### src/design/rspc_pkg.sv
// constants for the reset and strap sampling controller
package rspc_pkg;
  localparam int unsigned CLK_PERIOD_NS  = 40;
  // strap window length in master clock cycles before release
  localparam int unsigned STRAP_WIN_CYC  = 10;
  // first fetch delay after release, in master clock cycles
  localparam int unsigned FETCH_DLY_CYC  = 80;
  localparam int unsigned SYNC_STAGES    = 2;
  localparam logic [31:0] RESET_FETCH_ADDR = 32'h0000_0000;
  localparam logic        BOOT_SEL_RST   = 1'b0;
  localparam logic        TRI_MODE_RST   = 1'b0;
  localparam int unsigned CNT_W          = 7;
endpackage

### src/design/rspc_reset_ctrl.sv
// reset sequencer with strap capture, fetch hold-off and clock echo pin
`timescale 1ns/1ns
// Summary of operation
// - after reset every peripheral line comes up as an input
// - clock echo pin carries the master clock during and after reset
// - echo pin becomes plain io only when io controller selects it
// - any reset restores peripheral defaults; fetch restarts at address zero
// - external reset is active low, asserts async, release synchronised
// - first fetch waits 80 master clock cycles after reset release
// - watchdog reset acts like external but keeps latched strap modes
// - external reset wins over a simultaneous watchdog reset
// - tri-state mode disables every output pin driver
// - tri-state mode routes external pins to the embedded flash
// - tri-state strap low in last ten cycles before release requests it
// - tri-state strap shares pin with gpio 21 and serial1 transmit
// - the four jtag pins are dedicated and never shared
// - boot-select strap in last ten cycles picks boot memory
module rspc_reset_ctrl #(
  parameter int unsigned FETCH_DLY = rspc_pkg::FETCH_DLY_CYC,
  parameter int unsigned STRAP_WIN = rspc_pkg::STRAP_WIN_CYC
) (
  input  wire logic        clk_i,
  input  wire logic        sys_rst_i,
  input  wire logic        ext_reset_n_i,
  input  wire logic        watchdog_unit_rst_i,
  input  wire logic        boot_select_strap_i,
  input  wire logic        tristate_strap_n_i,
  input  wire logic        echo_pin_is_gpio_i,
  input  wire logic        gpio_25_out_i,
  input  wire logic        gpio_25_oe_i,
  input  wire logic        gpio_line_21_out_i,
  input  wire logic        gpio_line_21_oe_i,
  input  wire logic        serial1_transmit_i,
  input  wire logic        serial1_transmit_oe_i,
  output logic             master_clock_echo_sel_o,
  output logic             echo_pin_out_o,
  output logic             echo_pin_oe_o,
  output logic             pin21_out_o,
  output logic             pin21_oe_o,
  output logic             periph_rst_o,
  output logic             core_rst_o,
  output logic             fetch_en_o,
  output logic [31:0]      fetch_addr_o,
  output logic             boot_select_o,
  output logic             tristate_mode_o,
  output logic             pad_drive_en_o,
  output logic             flash_pin_route_o
);
  typedef enum logic [1:0] {RSPC_IN_RESET, RSPC_HOLD, RSPC_RUN} rspc_state_t;

  // external level crosses in; the first stage is read only by the second
  logic       ext_s1_q, ext_s2_q, ext_prev_q;
  logic       wd_s1_q, wd_s2_q;
  logic       boot_s1_q, boot_s2_q, tri_s1_q, tri_s2_q;
  logic       ext_act, wd_act, ext_rise;

  always_ff @(posedge clk_i) begin
    if (sys_rst_i) begin
      ext_s1_q   <= 1'b0;
      ext_s2_q   <= 1'b0;
      ext_prev_q <= 1'b0;
      wd_s1_q    <= 1'b0;
      wd_s2_q    <= 1'b0;
      boot_s1_q  <= 1'b0;
      boot_s2_q  <= 1'b0;
      tri_s1_q   <= 1'b1;
      tri_s2_q   <= 1'b1;
    end else begin
      ext_s1_q   <= ext_reset_n_i;
      ext_s2_q   <= ext_s1_q;
      ext_prev_q <= ext_s2_q;
      wd_s1_q    <= watchdog_unit_rst_i;
      wd_s2_q    <= wd_s1_q;
      boot_s1_q  <= boot_select_strap_i;
      boot_s2_q  <= boot_s1_q;
      tri_s1_q   <= tristate_strap_n_i;
      tri_s2_q   <= tri_s1_q;
    end
  end

  // raw low pin asserts reset at once; release waits for the synchroniser
  assign ext_act  = !ext_reset_n_i || !ext_s2_q;
  assign wd_act   = wd_s2_q && !ext_act;
  assign ext_rise = ext_s2_q && !ext_prev_q;

  // strap window: last samples seen while reset is still low
  logic [STRAP_WIN-1:0] boot_hist_q, boot_hist_d, tri_hist_q, tri_hist_d;
  logic                 boot_q, boot_d, tri_q, tri_d;
  logic                 tri_req, boot_req;

  always_comb begin
    boot_hist_d = boot_hist_q;
    tri_hist_d  = tri_hist_q;
    boot_d      = boot_q;
    tri_d       = tri_q;
    // the pin is a strap only while the external reset is held
    if (!ext_s2_q) begin
      boot_hist_d = {boot_hist_q[STRAP_WIN-2:0], boot_s2_q};
      tri_hist_d  = {tri_hist_q[STRAP_WIN-2:0], tri_s2_q};
    end
    // a watchdog reset never reaches here, so the modes survive it
    if (ext_rise) begin
      boot_d = boot_req;
      tri_d  = tri_req;
    end
  end

  // request counts only if held for the whole window (majority not trusted)
  assign tri_req  = ~|tri_hist_q;
  assign boot_req = &boot_hist_q;

  always_ff @(posedge clk_i) begin
    if (sys_rst_i) begin
      boot_hist_q <= '0;
      tri_hist_q  <= '1;
      boot_q      <= rspc_pkg::BOOT_SEL_RST;
      tri_q       <= rspc_pkg::TRI_MODE_RST;
    end else begin
      boot_hist_q <= boot_hist_d;
      tri_hist_q  <= tri_hist_d;
      boot_q      <= boot_d;
      tri_q       <= tri_d;
    end
  end

  // fetch hold-off sequencer
  rspc_state_t                 st_q, st_d;
  logic [rspc_pkg::CNT_W-1:0]  cnt_q, cnt_d;
  // sync stages, the step out of in-reset and the inclusive last count all count
  localparam logic [rspc_pkg::CNT_W-1:0] CNT_LAST =
    rspc_pkg::CNT_W'(FETCH_DLY - 2 - rspc_pkg::SYNC_STAGES);

  always_comb begin
    st_d  = st_q;
    cnt_d = cnt_q;
    unique case (st_q)
      RSPC_IN_RESET: begin
        cnt_d = '0;
        if (!ext_act && !wd_act) st_d = RSPC_HOLD;
      end
      RSPC_HOLD: begin
        cnt_d = cnt_q + 1'b1;
        if (cnt_q == CNT_LAST) st_d = RSPC_RUN;
      end
      RSPC_RUN: ;
    endcase
    if (ext_act || wd_act) begin
      st_d  = RSPC_IN_RESET;
      cnt_d = '0;
    end
  end

  always_ff @(posedge clk_i) begin
    if (sys_rst_i) begin
      st_q  <= RSPC_IN_RESET;
      cnt_q <= '0;
    end else begin
      st_q  <= st_d;
      cnt_q <= cnt_d;
    end
  end

  // registered pin and reset outputs
  logic run_d, drive_d;
  assign run_d   = (st_d == RSPC_RUN);
  assign drive_d = !tri_d;

  always_ff @(posedge clk_i) begin
    if (sys_rst_i) begin
      periph_rst_o            <= 1'b1;
      core_rst_o              <= 1'b1;
      fetch_en_o              <= 1'b0;
      fetch_addr_o            <= rspc_pkg::RESET_FETCH_ADDR;
      boot_select_o           <= rspc_pkg::BOOT_SEL_RST;
      tristate_mode_o         <= rspc_pkg::TRI_MODE_RST;
      pad_drive_en_o          <= 1'b0;
      flash_pin_route_o       <= 1'b0;
      master_clock_echo_sel_o <= 1'b1;
      echo_pin_out_o          <= 1'b0;
      echo_pin_oe_o           <= 1'b0;
      pin21_out_o             <= 1'b0;
      pin21_oe_o              <= 1'b0;
    end else begin
      periph_rst_o      <= !run_d;
      core_rst_o        <= !run_d;
      fetch_en_o        <= run_d;
      fetch_addr_o      <= rspc_pkg::RESET_FETCH_ADDR;
      boot_select_o     <= boot_d;
      tristate_mode_o   <= tri_d;
      pad_drive_en_o    <= drive_d;
      flash_pin_route_o <= tri_d;
      // echo pin: clock image unless io controller claims it after reset
      master_clock_echo_sel_o <= !(run_d && echo_pin_is_gpio_i);
      echo_pin_out_o    <= gpio_25_out_i;
      echo_pin_oe_o     <= drive_d && (!(run_d && echo_pin_is_gpio_i)
                           || (gpio_25_oe_i && run_d));
      // reset leaves peripheral lines as inputs
      pin21_out_o       <= serial1_transmit_oe_i ? serial1_transmit_i
                                                 : gpio_line_21_out_i;
      pin21_oe_o        <= drive_d && run_d && (serial1_transmit_oe_i ||
                           gpio_line_21_oe_i);
    end
  end
endmodule // rspc_reset_ctrl

### config.mk
export PLATFORM = sky130hd
export DESIGN_NAME = rspc_reset_ctrl
export DESIGN_NICKNAME = d
export VERILOG_FILES = /design/src/design/rspc_pkg.sv /design/src/design/rspc_reset_ctrl.sv
export SDC_FILE = /design/constraint.sdc
export NUM_CORES = 1
export LEC_CHECK = 0
export ABC_AREA = 1
export BUFFER_PORTS_ARGS = -buffer_cell sky130_fd_sc_hd__buf_2
export CELL_PAD_IN_SITES_DETAIL_PLACEMENT = 1
export CELL_PAD_IN_SITES_GLOBAL_PLACEMENT = 2
export CORE_MARGIN = 2
export CORE_UTILIZATION = 26
export CTS_CLUSTER_SIZE = 20
export DETAILED_ROUTE_END_ITERATION = 8
export PLACE_DENSITY_LB_ADDON = 0.1
export SYNTH_ARGS = -nofsm -noshare
export SYNTH_HDL_FRONTEND = slang
export SYNTH_SLANG_ARGS = --single-unit
### constraint.sdc
create_clock -name clk_i -period 1.3 [get_ports clk_i]
set_clock_uncertainty 0.15 [all_clocks]
set_input_delay 0.13 -clock clk_i [delete_from_list [all_inputs] [get_ports clk_i]]
set_output_delay 0.13 -clock clk_i [all_outputs]
set_load 0.02 [all_outputs]
==> summary.md, run 1 <==
| Metric | Value |
|---|---|
| First-pass GRT wire length | 7810 microns |
| Fmax achieved | 782.3 MHz |
| Fraction of layout cells with a size suffix above 1 | 0.2862 |
| Post-Synthesis Cells | 252 |
| Router iterations before antenna repair | 4 |
| Min Tclk post-route | 1278 ps |
| Grt ovf | 0 |
| TritonCTS buffer count | 5 |
| Post-synth top area share | 0.4824 |
| Endpoints failing setup | 0 |
| Final nets | about 320 |
| Area grow syn2layout | 25.57% |
| WHS Path Cells | 5 |
| Slew Limit Fails | 0 |
| Die outline height | 91.53 microns |
| Synthesis-stage register bit count | between 40 and 50 |
| Ys Warns | 0 |
| Max-Cap Viols | 0 |
| Type of the tightest min-delay check | in2reg |
| Synthesized cell area | around 0.002 sq mm |
| Synth area leaders | dfxtp_1 (48%), buf_4 (13%), nand2_1 (7.0%), nor2_1 (6.6%), inv_1 (4.7%) |
| Core box area | between 0.007 and 0.008 sq mm |
| Largest family of logic cells by synthesized area | simple AND/OR/NAND/NOR gates |
| Met1 GRT Util | 0.1536 |
| Clk root buf | clkbuf_8 |
| Cell taking the most area after synthesis | dfxtp_1 |
| M2 GR Usage | 0.1893 |
| Crit path from | cnt_q[1] |
| DP Wirelength | 3344 microns |
| Row cnt | 31 |
| Post-synth cell types | 24 |
| GR Layer Usage met3 | 0.02573 |
| CP Capture Type | flip-flop |
| Initial Utilization | 0.2717 |
| Initial drt markers | 43 |
| H-Tree Depth | 2 |
| Finished Layout Cells | between 400 and 500 |
| Post-Synth Simple-Gate Area | 0.2142 |
| Remaining DRCs | 0 |
| Placed Cells | roughly 380 |
| Die footprint | around 0.0084 sq mm |
| Routed WL per cell | 11.22 microns |
| Pwr dens | 1108 mW/mm^2 |
| Clock Tree Buf Depth | 2 |
| Syn avg cell area | 7.904 sq um |
| Hold Startpoint | gpio_25_oe_i |
| Critical setup path kind | reg2reg |
| Mux contribution to synthesized area | 0 |
| Most Crowded Layer GR | met2 |
| Vias per inst | about 4.0 |
| Chip width | approximately 92 microns |
| Total track usage | 0.1174 |
| Crit-path max FO | 3 |
| Vias in the first global route | ~1600 |
| Via count | 1617 |
| Synthesized-area fraction occupied by adder cells | 0.01256 |
| Clock Latency Late Sink | 300 ps |
| Crit start category | flip-flop |
| RSZ-0062 raised after global routing | yes |
| R2R Path Start | cnt_q[1] |
| Ports | 57 |
| Data required time of the worst path | 1350 ps |
| Clk pin slew, worst setup/hold paths | ~80 ps |
| Xor and xnor area share after synthesis | 0.01319 |
| Util after Layout | 0.3412 |
| Status | finished, final reports clean |
| Compound-Gate Fraction of Synth Area | 0.08166 |
| Total clock sinks | 48 |
| Part of the cycle the worst path needs | 0.9833 |
| DRT antenna net count | 0 |
| Maximum VDD drop | 0.4304 mV |
| Final Hold Fails | 0 |
| CTS tree | yes |
| Antenna Cells | 0 |
| Port Buffers | 24 |
| Sequential fraction of the synthesis area | 0.4824 |
| GPL Wtd Cong | slightly above 0.7 |
| Worst Path Arrival | between 1000 and 1500 ps |
| Initial antenna violation count | 0 |
| Total routed wirelength | around 4500 microns |
| Worst r2r path cells | 9 |
| Pin count of the biggest net entering global routing | 18 |
| Pleak | between 1 and 1.5 nW |
==> per-stage QoR <==
step / area [sq um] / total power, mW / setup WS (ps) / setup TNS [ps] / hold WS [ps]
global placement: 2202 / 1.815 / 2.110 / 0 / 164.0
global route: 2501 / 2.921 / -90.95 / -174.1 / 67.64
floorplan: 2108 / 1.813 / 68.51 / 0 / 48.70
CTS: 2412 / 2.822 / -24.15 / -36.55 / 25.96
finish: 2501 / 2.773 / 21.69 / 0 / 39.63
detailed placement: 2202 / 1.818 / -63.35 / -67.06 / 169.1
==> worst paths after layout <==
| check | endpoint | slack (ps) |
|---|---|---|
| hold reg to reg | boot_s2_q | 260 |
| setup reg to reg | master_clock_echo_sel_o | 20 |
| hold / removal | echo_pin_oe_o | 40 |
| setup / recovery | master_clock_echo_sel_o | 20 |
==> worst max-delay path, cell delays in order, from the launching register on <==
cell and delay, ps:
dfxtp_2 330, inv_2 70, ha_4 120, nand2_2 50, nor2_2 90, nand3_2 110, nand2_2 110, nand2_2 70
inv_2 50, nand2_1 40
==> cells in the final DEF (no fill, tap or decap), types with 2 or more instances in the layout <==
cell | netlist | routed
a21oi_1 | 16 | 14
a21oi_2 | 0 | 2
and2_0 | 2 | 2
buf_2 | 0 | 24
buf_4 | 34 | 20
clkbuf_8 | 0 | 7
conb_1 | 1 | 32
dfxtp_1 | 48 | 43
dfxtp_2 | 0 | 5
dlygate4sd3_1 | 0 | 9
ha_4 | 0 | 2
inv_1 | 25 | 20
inv_2 | 1 | 6
nand2_1 | 37 | 32
nand2_2 | 1 | 6
nand3_1 | 13 | 9
nand3_2 | 1 | 5
nand4_1 | 4 | 4
nor2_1 | 35 | 31
nor2_2 | 0 | 4
o21ai_0 | 15 | 13
o21ai_1 | 0 | 2
or2_2 | 3 | 3
xor2_1 | 2 | 2
==> final cells by class <==
class	count	area, sq um
fillers	913	4830
multi-input cells	168	840.8
repair buffers	54	371.6
well taps	99	123.9
inverters	27	101.3
clock buffers	7	96.34
flip-flops and latches	48	967.2
==> cells by family after synthesis <==
group	after synthesis
AOI/OAI and AO/OA	32
adders and majority gates	2
other	1
and+or+nand+nor	99
buffers and inverters	67
DFF	48
xor gates and xnor gates	3
==> metal layers <==
layer | share of wire | vias up | wire length (microns)
met3 | 0.044 | 6 | 198
met2 | 0.46 | 41 | 2062
li1 | - | 821 | -
met1 | 0.48 | 749 | 2190
met5 | 0 | - | 0
met4 | 0.015 | 0 | 69
==> report_power, final <==
| part | internal (mW) | switching (mW) | total (mW) |
|---|---|---|---|
| sequential | 1.52 | 0.0267 | 1.54 |
| clock | 0.475 | 0.489 | 0.964 |
| combinational | 0.0867 | 0.178 | 0.264 |
==> registers in the layout, indices dropped and copies added, names as in the netlist, 2 cells and up <==
register / cells
tri_hist_q: 10
st_q: 2
boot_hist_q: 10
cnt_q: 7
==> cell usage after synthesis <==
| library cell | n |
|---|---|
| xor2_1 | 2 |
| inv_2 | 1 |
| clkbuf_1 | 5 |
| dfxtp_1 | 48 |
| nand4_1 | 4 |
| inv_1 | 25 |
| nand2_1 | 37 |
| a21oi_1 | 16 |
| ha_1 | 2 |
| nand3_2 | 1 |
| nand3_1 | 13 |
| buf_6 | 1 |
| buf_4 | 34 |
| nor2_1 | 35 |
| xnor2_1 | 1 |
| or2_2 | 3 |
| conb_1 | 1 |
| clkinv_1 | 1 |
| or2_4 | 1 |
| nor3_1 | 2 |
| nand2_2 | 1 |
| o211ai_1 | 1 |
| and2_0 | 2 |
| o21ai_0 | 15 |
==> what timing repair did <==
action,in CTS,in global routing
endpoints found under the setup margin,3,15
hold buffers,9,0
pin swaps,3,8
endpoints found under the hold margin,7,0
resized for setup,8,25
setup buffers,0,3
Power figures use the tool's default switching activity.
==> run 2, diff against run 1 <==
GPL_TIMING_DRIVEN = 0   (was not set)
==> run 2 against run 1 <==
Cell area increased by 7.6%. Flip-flop and latch count unchanged. Combinational power increased by 25%. Hold slack got worse by 40 ps. Die area unchanged. Global-route usage decreased by 0.53 points. Critical path type unchanged.
==> summary.md, run 2 (synthesis results as in run 1) <==
| Metric | Value |
|---|---|
| Router iterations before antenna repair | 4 |
| Initial antenna violation count | 0 |
| Regs by FF count | boot_hist_q: 10 flops, tri_hist_q: 10 flops, cnt_q: 7 flops |
| Die outline height | 91.53 microns |
| Port Buffers | 24 |
| Vias per inst | 3.857 |
| Die footprint | between 0.008 and 0.009 sq mm |
| Sequential cell area | a little under 0.001 sq mm |
| Critical setup path kind | reg2reg |
| Status | finished, final reports clean |
| Final nets | 343 |
| Slew Limit Fails | 0 |
| Total track usage | 0.1121 |
| Commonest non-fill, non-tap cells in the layout | dfxtp_1 (42), buf_4 (39), nand2_1 (32), conb_1 (32), nor2_1 (29) |
| Crit-path cells | inv_2, ha_4, nand2_2, nor2_2, nand3_2, nand2_4, nand2_4, inv_2, nand2_2 |
| CTS tree | yes |
| GPL Wtd Cong | approximately 0.71 |
| Initial drt markers | 30 |
| Max-Cap Viols | 0 |
| Area grow syn2layout | 35.05% |
| Fmax achieved | just under 800 MHz |
| Routed WL per cell | approximately 11 microns |
| Commonest non-fill, non-tap cell in the layout | dfxtp_1 |
| # fillers | roughly 900 |
| Setup TNS | 0 ps |
| H-Tree Depth | 2 |
| Final Hold Fails | 0 |
| Row cnt | 31 |
| Endpoints failing setup | 0 |
| Via count | roughly 1600 |
| Slowest-stage cell, CP | dfxtp_2 |
| DP Wirelength | 3319 microns |
| Maximum VDD drop | 0.3726 mV |
| Multi-input logic area | 854.6 sq um |
| Clk root buf | clkbuf_8 |
| Grt ovf | 0 |
| Fraction of layout cells with a size suffix above 1 | 0.3323 |
| Part of the cycle the worst path needs | 0.9917 |
| First-pass GRT wire length | about 7700 microns |
| Fin worst setup slack | around 11 ps |
| Core box area | 0.007331 sq mm |
| Clock Tree Buf Depth | 2 |
| Pin count of the biggest net entering global routing | 14 |
| Pleak | approximately 1.3 nW |
| Total routed wirelength | between 4000 and 5000 microns |
| Largest delay share family, worst path | simple AND/OR/NAND/NOR gates |
| Min Tclk post-route | roughly 1300 ps |
| Buf+Inv Stages, Crit Path | 2 |
| Post-route cell area | about 0.0027 sq mm |
| Crit start category | flip-flop |
| Pwr dens | about 1100 mW/mm^2 |
| Vias in the first global route | 1628 |
| Type of the tightest min-delay check | in2reg |
| Ports | 57 |
| Clk pin slew, worst setup/hold paths | roughly 90 ps |
| Tot Pwr | ~2.8 mW |
| CP max stage delay | between 300 and 400 ps |
| Chip width | 91.53 microns |
| DRT antenna net count | 0 |
| Util after Layout | 0.3670 |
| TritonCTS buffer count | 5 |
| RSZ-0062 raised after global routing | yes |
| Clock Latency Late Sink | 300 ps |
| Total clock sinks | 48 |
| Worst Path Arrival | 1340 ps |
| Remaining DRCs | 0 |
| Antenna Cells | 0 |
| Initial Utilization | 0.2717 |
| Crit-path max FO | 3 |
| Area after DPL | 0.002352 sq mm |
| Data required time of the worst path | between 1000 and 1500 ps |
| Post-Place Setup Slack | -210.0 ps |
| CP Capture Type | flip-flop |
[run 2: changes by cell type in the layout (fill, tap and decap cells not counted), sizes merged]
cell         change
buf             +20
dlygate4sd3      -1
clkbuf           +5
[run 2: repair_timing]
action,4_1_cts,5_1_grt
pin swaps,5,5
endpoints found under the setup margin,34,25
gates resized for setup,23,20
cloned,0,0
hold endpoints to repair,7,0
hold buffers,8,0
buffers inserted,5,1
[run 2: layout make-up]
cell class / count / area share
inverters: 27 / 0.03860
clock buffers: 7 / 0.03581
plain buffers: 40 / 0.1084
repair buffers: 38 / 0.09256
flip-flops and latches: 48 / 0.3609
multi-input cells: 168 / 0.3177
well taps: 99 / 0.04605
[run 2: final timing paths]
check	startpoint	to	slack, ps	depth (start not counted)
worst max register to register	cnt_q[0]	master_clock_echo_sel_o	10	9
worst min register to register	ext_s1_q	ext_s2_q	250	2
worst max-delay path	cnt_q[0]	master_clock_echo_sel_o	10	9
worst min-delay path	gpio_line_21_out_i	pin21_out_o	0.02	3
[run 2: power by group]
group,total (mW),leakage (nW),switching [mW],internal (mW)
clock network,0.961,0.0503,0.486,0.475
logic,0.329,0.859,0.189,0.140
registers,1.54,0.396,0.0277,1.52
total,2.83,1.31,0.703,2.13
[run 2: worst reg2reg max path, delay by kind of cell, from the launching register on]
family        cells  cell delay [ps]
simple gates      6              470
flops             1              330
fa+ha+maj         1              130
buf+inv           2              110
[run 2: through the flow]
stage / cells / hold WS, ps
floorplan: 283 / 48.70
global placement: 406 / 164.5
detailed placement: 406 / 168.2
CTS: 426 / 1.491
global route: 427 / 9.999
finish: 427 / 0.01849
[run 2: routing by layer]
metal	global-route usage	wire length (microns)
met5	0	0
met1	0.1428	2215
met4	0.03030	57
met3	0.03154	250
met2	0.1850	1991
==> run 3, diff against run 2 <==
ABC_AREA = not set   (was 1)
CORE_UTILIZATION = 28   (was 26)
==> run 3 against run 2 <==
The flow now finishes with violations (setup timing). Hold slack gained 70 ps. Register-to-register slack lost 210 ps. Worst setup slack lost 210 ps. Cell area grew 3.3%. Total power grew 2.8%. Synthesized cell count shrank 20%. Non-clock buffer count grew 5. Die area shrank 7.3%. Clock-buffer cell count shrank 2. Largest power group unchanged. Via count shrank 9.8%.
==> summary.md, run 3 <==
| Metric | Value |
|---|---|
| CTS tree | yes |
| Post-synth cell types | 33 |
| Min Tclk post-route | ~1500 ps |
| Vias per inst | between 3 and 4 |
| Grt ovf | 0 |
| Synth area leaders | dfxtp_1 (49%), buf_4 (13%), nor2b_1 (6.9%), mux2i_1 (6.1%), nor2_1 (4.7%) |
| Antenna Cells | 0 |
| Pin count of the biggest net entering global routing | 16 |
| Final nets | about 300 |
| Post-synth top area share | 0.4852 |
| Hold WS | between 60 and 70 ps |
| Data required time of the worst path | 1340 ps |
| Remaining DRCs | 0 |
| Ports | 57 |
| Total clock sinks | 48 |
| Area grow syn2layout | 40.30% |
| Fraction of layout cells with a size suffix above 1 | 0.3830 |
| Synthesis-stage register bit count | 48 |
| Post-synth ARST share | 0 |
| Multi-input logic area | approximately 960 sq um |
| DP Wirelength | between 2000 and 3000 microns |
| First-pass GRT wire length | approximately 6600 microns |
| Post-Place Setup Slack | -221.2 ps |
| GPL Wtd Cong | a little under 0.7 |
| Die outline height | between 80 and 90 microns |
| Status | complete, but fails checks |
| Final Hold Fails | 0 |
| Commonest non-fill, non-tap cell in the layout | buf_4 |
| TritonCTS buffer count | 5 |
| Total routed wirelength | around 4000 microns |
| Core box area | between 0.006 and 0.007 sq mm |
| DRT antenna net count | 0 |
| Most used cell, CP | inv_2 |
| Total track usage | 0.1115 |
| Initial antenna violation count | 0 |
| Sequential cell area | roughly 980 sq um |
| Pleak | around 1.2 nW |
| Routed WL per cell | ~11 microns |
| Clock Tree Buf Depth | 2 |
| Fin worst setup slack | -194.6 ps |
| Via count | roughly 1500 |
| RSZ-0062 raised after global routing | yes |
| Regs by FF count | boot_hist_q: 10 flops, tri_hist_q: 10 flops, cnt_q: 7 flops |
| Crit-path max FO | 3 |
| Violations in the final reports | setup timing |
| Die footprint | 0.007762 sq mm |
| Ys Warns | 0 |
| Clk pin slew, worst setup/hold paths | around 90 ps |
| Cell with the most instances after synthesis | dfxtp_1 |
| Router iterations before antenna repair | 3 |
| Type of the tightest min-delay check | in2reg |
| Slew Limit Fails | 0 |
| Fmax achieved | roughly 670 MHz |
| Critical setup path kind | reg2reg |
| Crit start category | flip-flop |
| Sequential fraction of the synthesis area | 0.4852 |
| # fillers | roughly 810 |
| Initial Utilization | 0.2899 |
| Port Buffers | 23 |
| Pwr dens | around 1000 mW/mm^2 |
| Worst Path Arrival | between 1500 and 2000 ps |
| Util after Layout | 0.4068 |
| Endpoints failing setup | 8 |
| Ys flop type | dfxtp_1 |
| Maximum VDD drop | a little over 0.4 mV |
| Max-Cap Viols | 0 |
| Clock Latency Late Sink | 300 ps |
| Cell taking the most area after synthesis | dfxtp_1 |
| Post-synth top cells | dfxtp_1 (48), buf_4 (35), nor2_1 (25) |
| Slowest-stage cell, CP | dfxtp_2 |
| Chip width | 88.11 microns |
| Relative slew slack | 0.6613 |
| EDFF count, synth | 0 |
| Clk root buf | clkbuf_8 |
| Commonest non-fill, non-tap cells in the layout | buf_4 (41), dfxtp_1 (40), conb_1 (32), nor2_1 (25), buf_2 (25) |
| Worst-margin pin slew | 508.1 ps |
| CP Capture Type | flip-flop |
| CP max stage delay | between 300 and 400 ps |
| Part of the cycle the worst path needs | 1.150 |
| H-Tree Depth | 2 |
| Syn avg cell area | approximately 10 sq um |
| Crit-path cells | inv_2, ha_4, and4bb_1, a31o_4, and2_4, inv_2, nor3_2 |
| Initial drt markers | 29 |
| Row cnt | 30 |
| Vias in the first global route | approximately 1500 |
| Synthesized cell area | between 0.0015 and 0.002 sq mm |
| Post-Synthesis Cells | approximately 200 |
## run 3: changes by cell type in the layout (fill, tap and decap cells not counted), moves of 3 or more
cell     delta
nand2_1    -27
inv_1      -21
nor2b_1    +21
o21ai_0    -15
a21oi_1    -13
mux2i_1    +11
a211o_1    +10
nand3_1    -10
nor2_2      -5
nand2_4     -4
nor2_1      -4
or2_2       -3
## run 3: power by group
group          internal, mW  switching, mW  total (mW)
Clock                 0.569          0.489        1.06
Sequential             1.50         0.0266        1.53
Combinational         0.153          0.171       0.324
## run 3: path summary, 6_finish.rpt
| path | startpoint | endpoint | slack (ps) | depth (start not counted) |
|---|---|---|---|---|
| worst max-delay path | cnt_q[1] | pin21_oe_o | -190 | 7 |
| worst min-delay path | sys_rst_i | boot_s2_q | 70 | 2 |
| worst max register to register | cnt_q[1] | pin21_oe_o | -190 | 7 |
| worst min register to register | tri_s1_q | tri_s2_q | 260 | 1 |
## run 3: kinds of logic (layout without fill, tap and decap cells)
kind of cell               Yosys count  in the layout  synth area share
AOI/OAI and AO/OA                   17             17           0.06759
xor gates and xnor gates             5              5           0.02211
adders and majority gates            2              2           0.01263
buffers and inverters               44             94            0.1516
DFF                                 48             48            0.4852
muxes                               12             12           0.06065
other                                1             32          0.001893
and+or+nand+nor                     72             72            0.1984
## run 3: layout make-up
class	count	area share
clock inverter	3	0.01531
clock buffer	5	0.02476
sequential	48	0.3512
tap	96	0.04322
timing repair buffer	42	0.1045
multi-input combinational	140	0.3449
inverter	3	0.004052
buffer	41	0.1121
## run 3: repair_timing
action / 4_1_cts / 5_1_grt
setup endpoints to repair: 34 / 27
gates resized for setup: 18 / 20
hold endpoints to repair: 8 / 0
pin swaps: 2 / 9
buffers inserted: 7 / 3
hold buffers: 10 / 0
## run 3: critical path: cells and delay by family (launching register included)
| kind | cells | cell delay, ps |
|---|---|---|
| adder cells (fa/ha/maj) | 1 | 150 |
| AND/OR/NAND/NOR | 3 | 400 |
| AO/OA/AOI/OAI | 1 | 240 |
| buffers and inverters | 2 | 100 |
| flip-flops | 1 | 360 |
## run 3: per-layer routing
metal,wire [microns],vias up,global-route usage,share of wire
li1,-,756,-,-
met1,1918,678,0.1305,0.47
met2,1831,45,0.1901,0.45
met3,214,6,0.03110,0.053
met4,80,0,0.04959,0.020
met5,0,-,0,0
## run 3: per-stage QoR
stage | cell area [sq um] | total power, mW | instances | setup TNS [ps]
2_1_floorplan | 2102 | 1.796 | 232 | -203.4
3_3_place_gp | 2337 | 1.843 | 351 | -3366
3_5_place_dp | 2337 | 1.845 | 351 | -3686
4_1_cts | 2681 | 2.967 | 376 | -1185
5_1_grt | 2779 | 3.056 | 378 | -1491
6_report | 2779 | 2.914 | 378 | -861.3
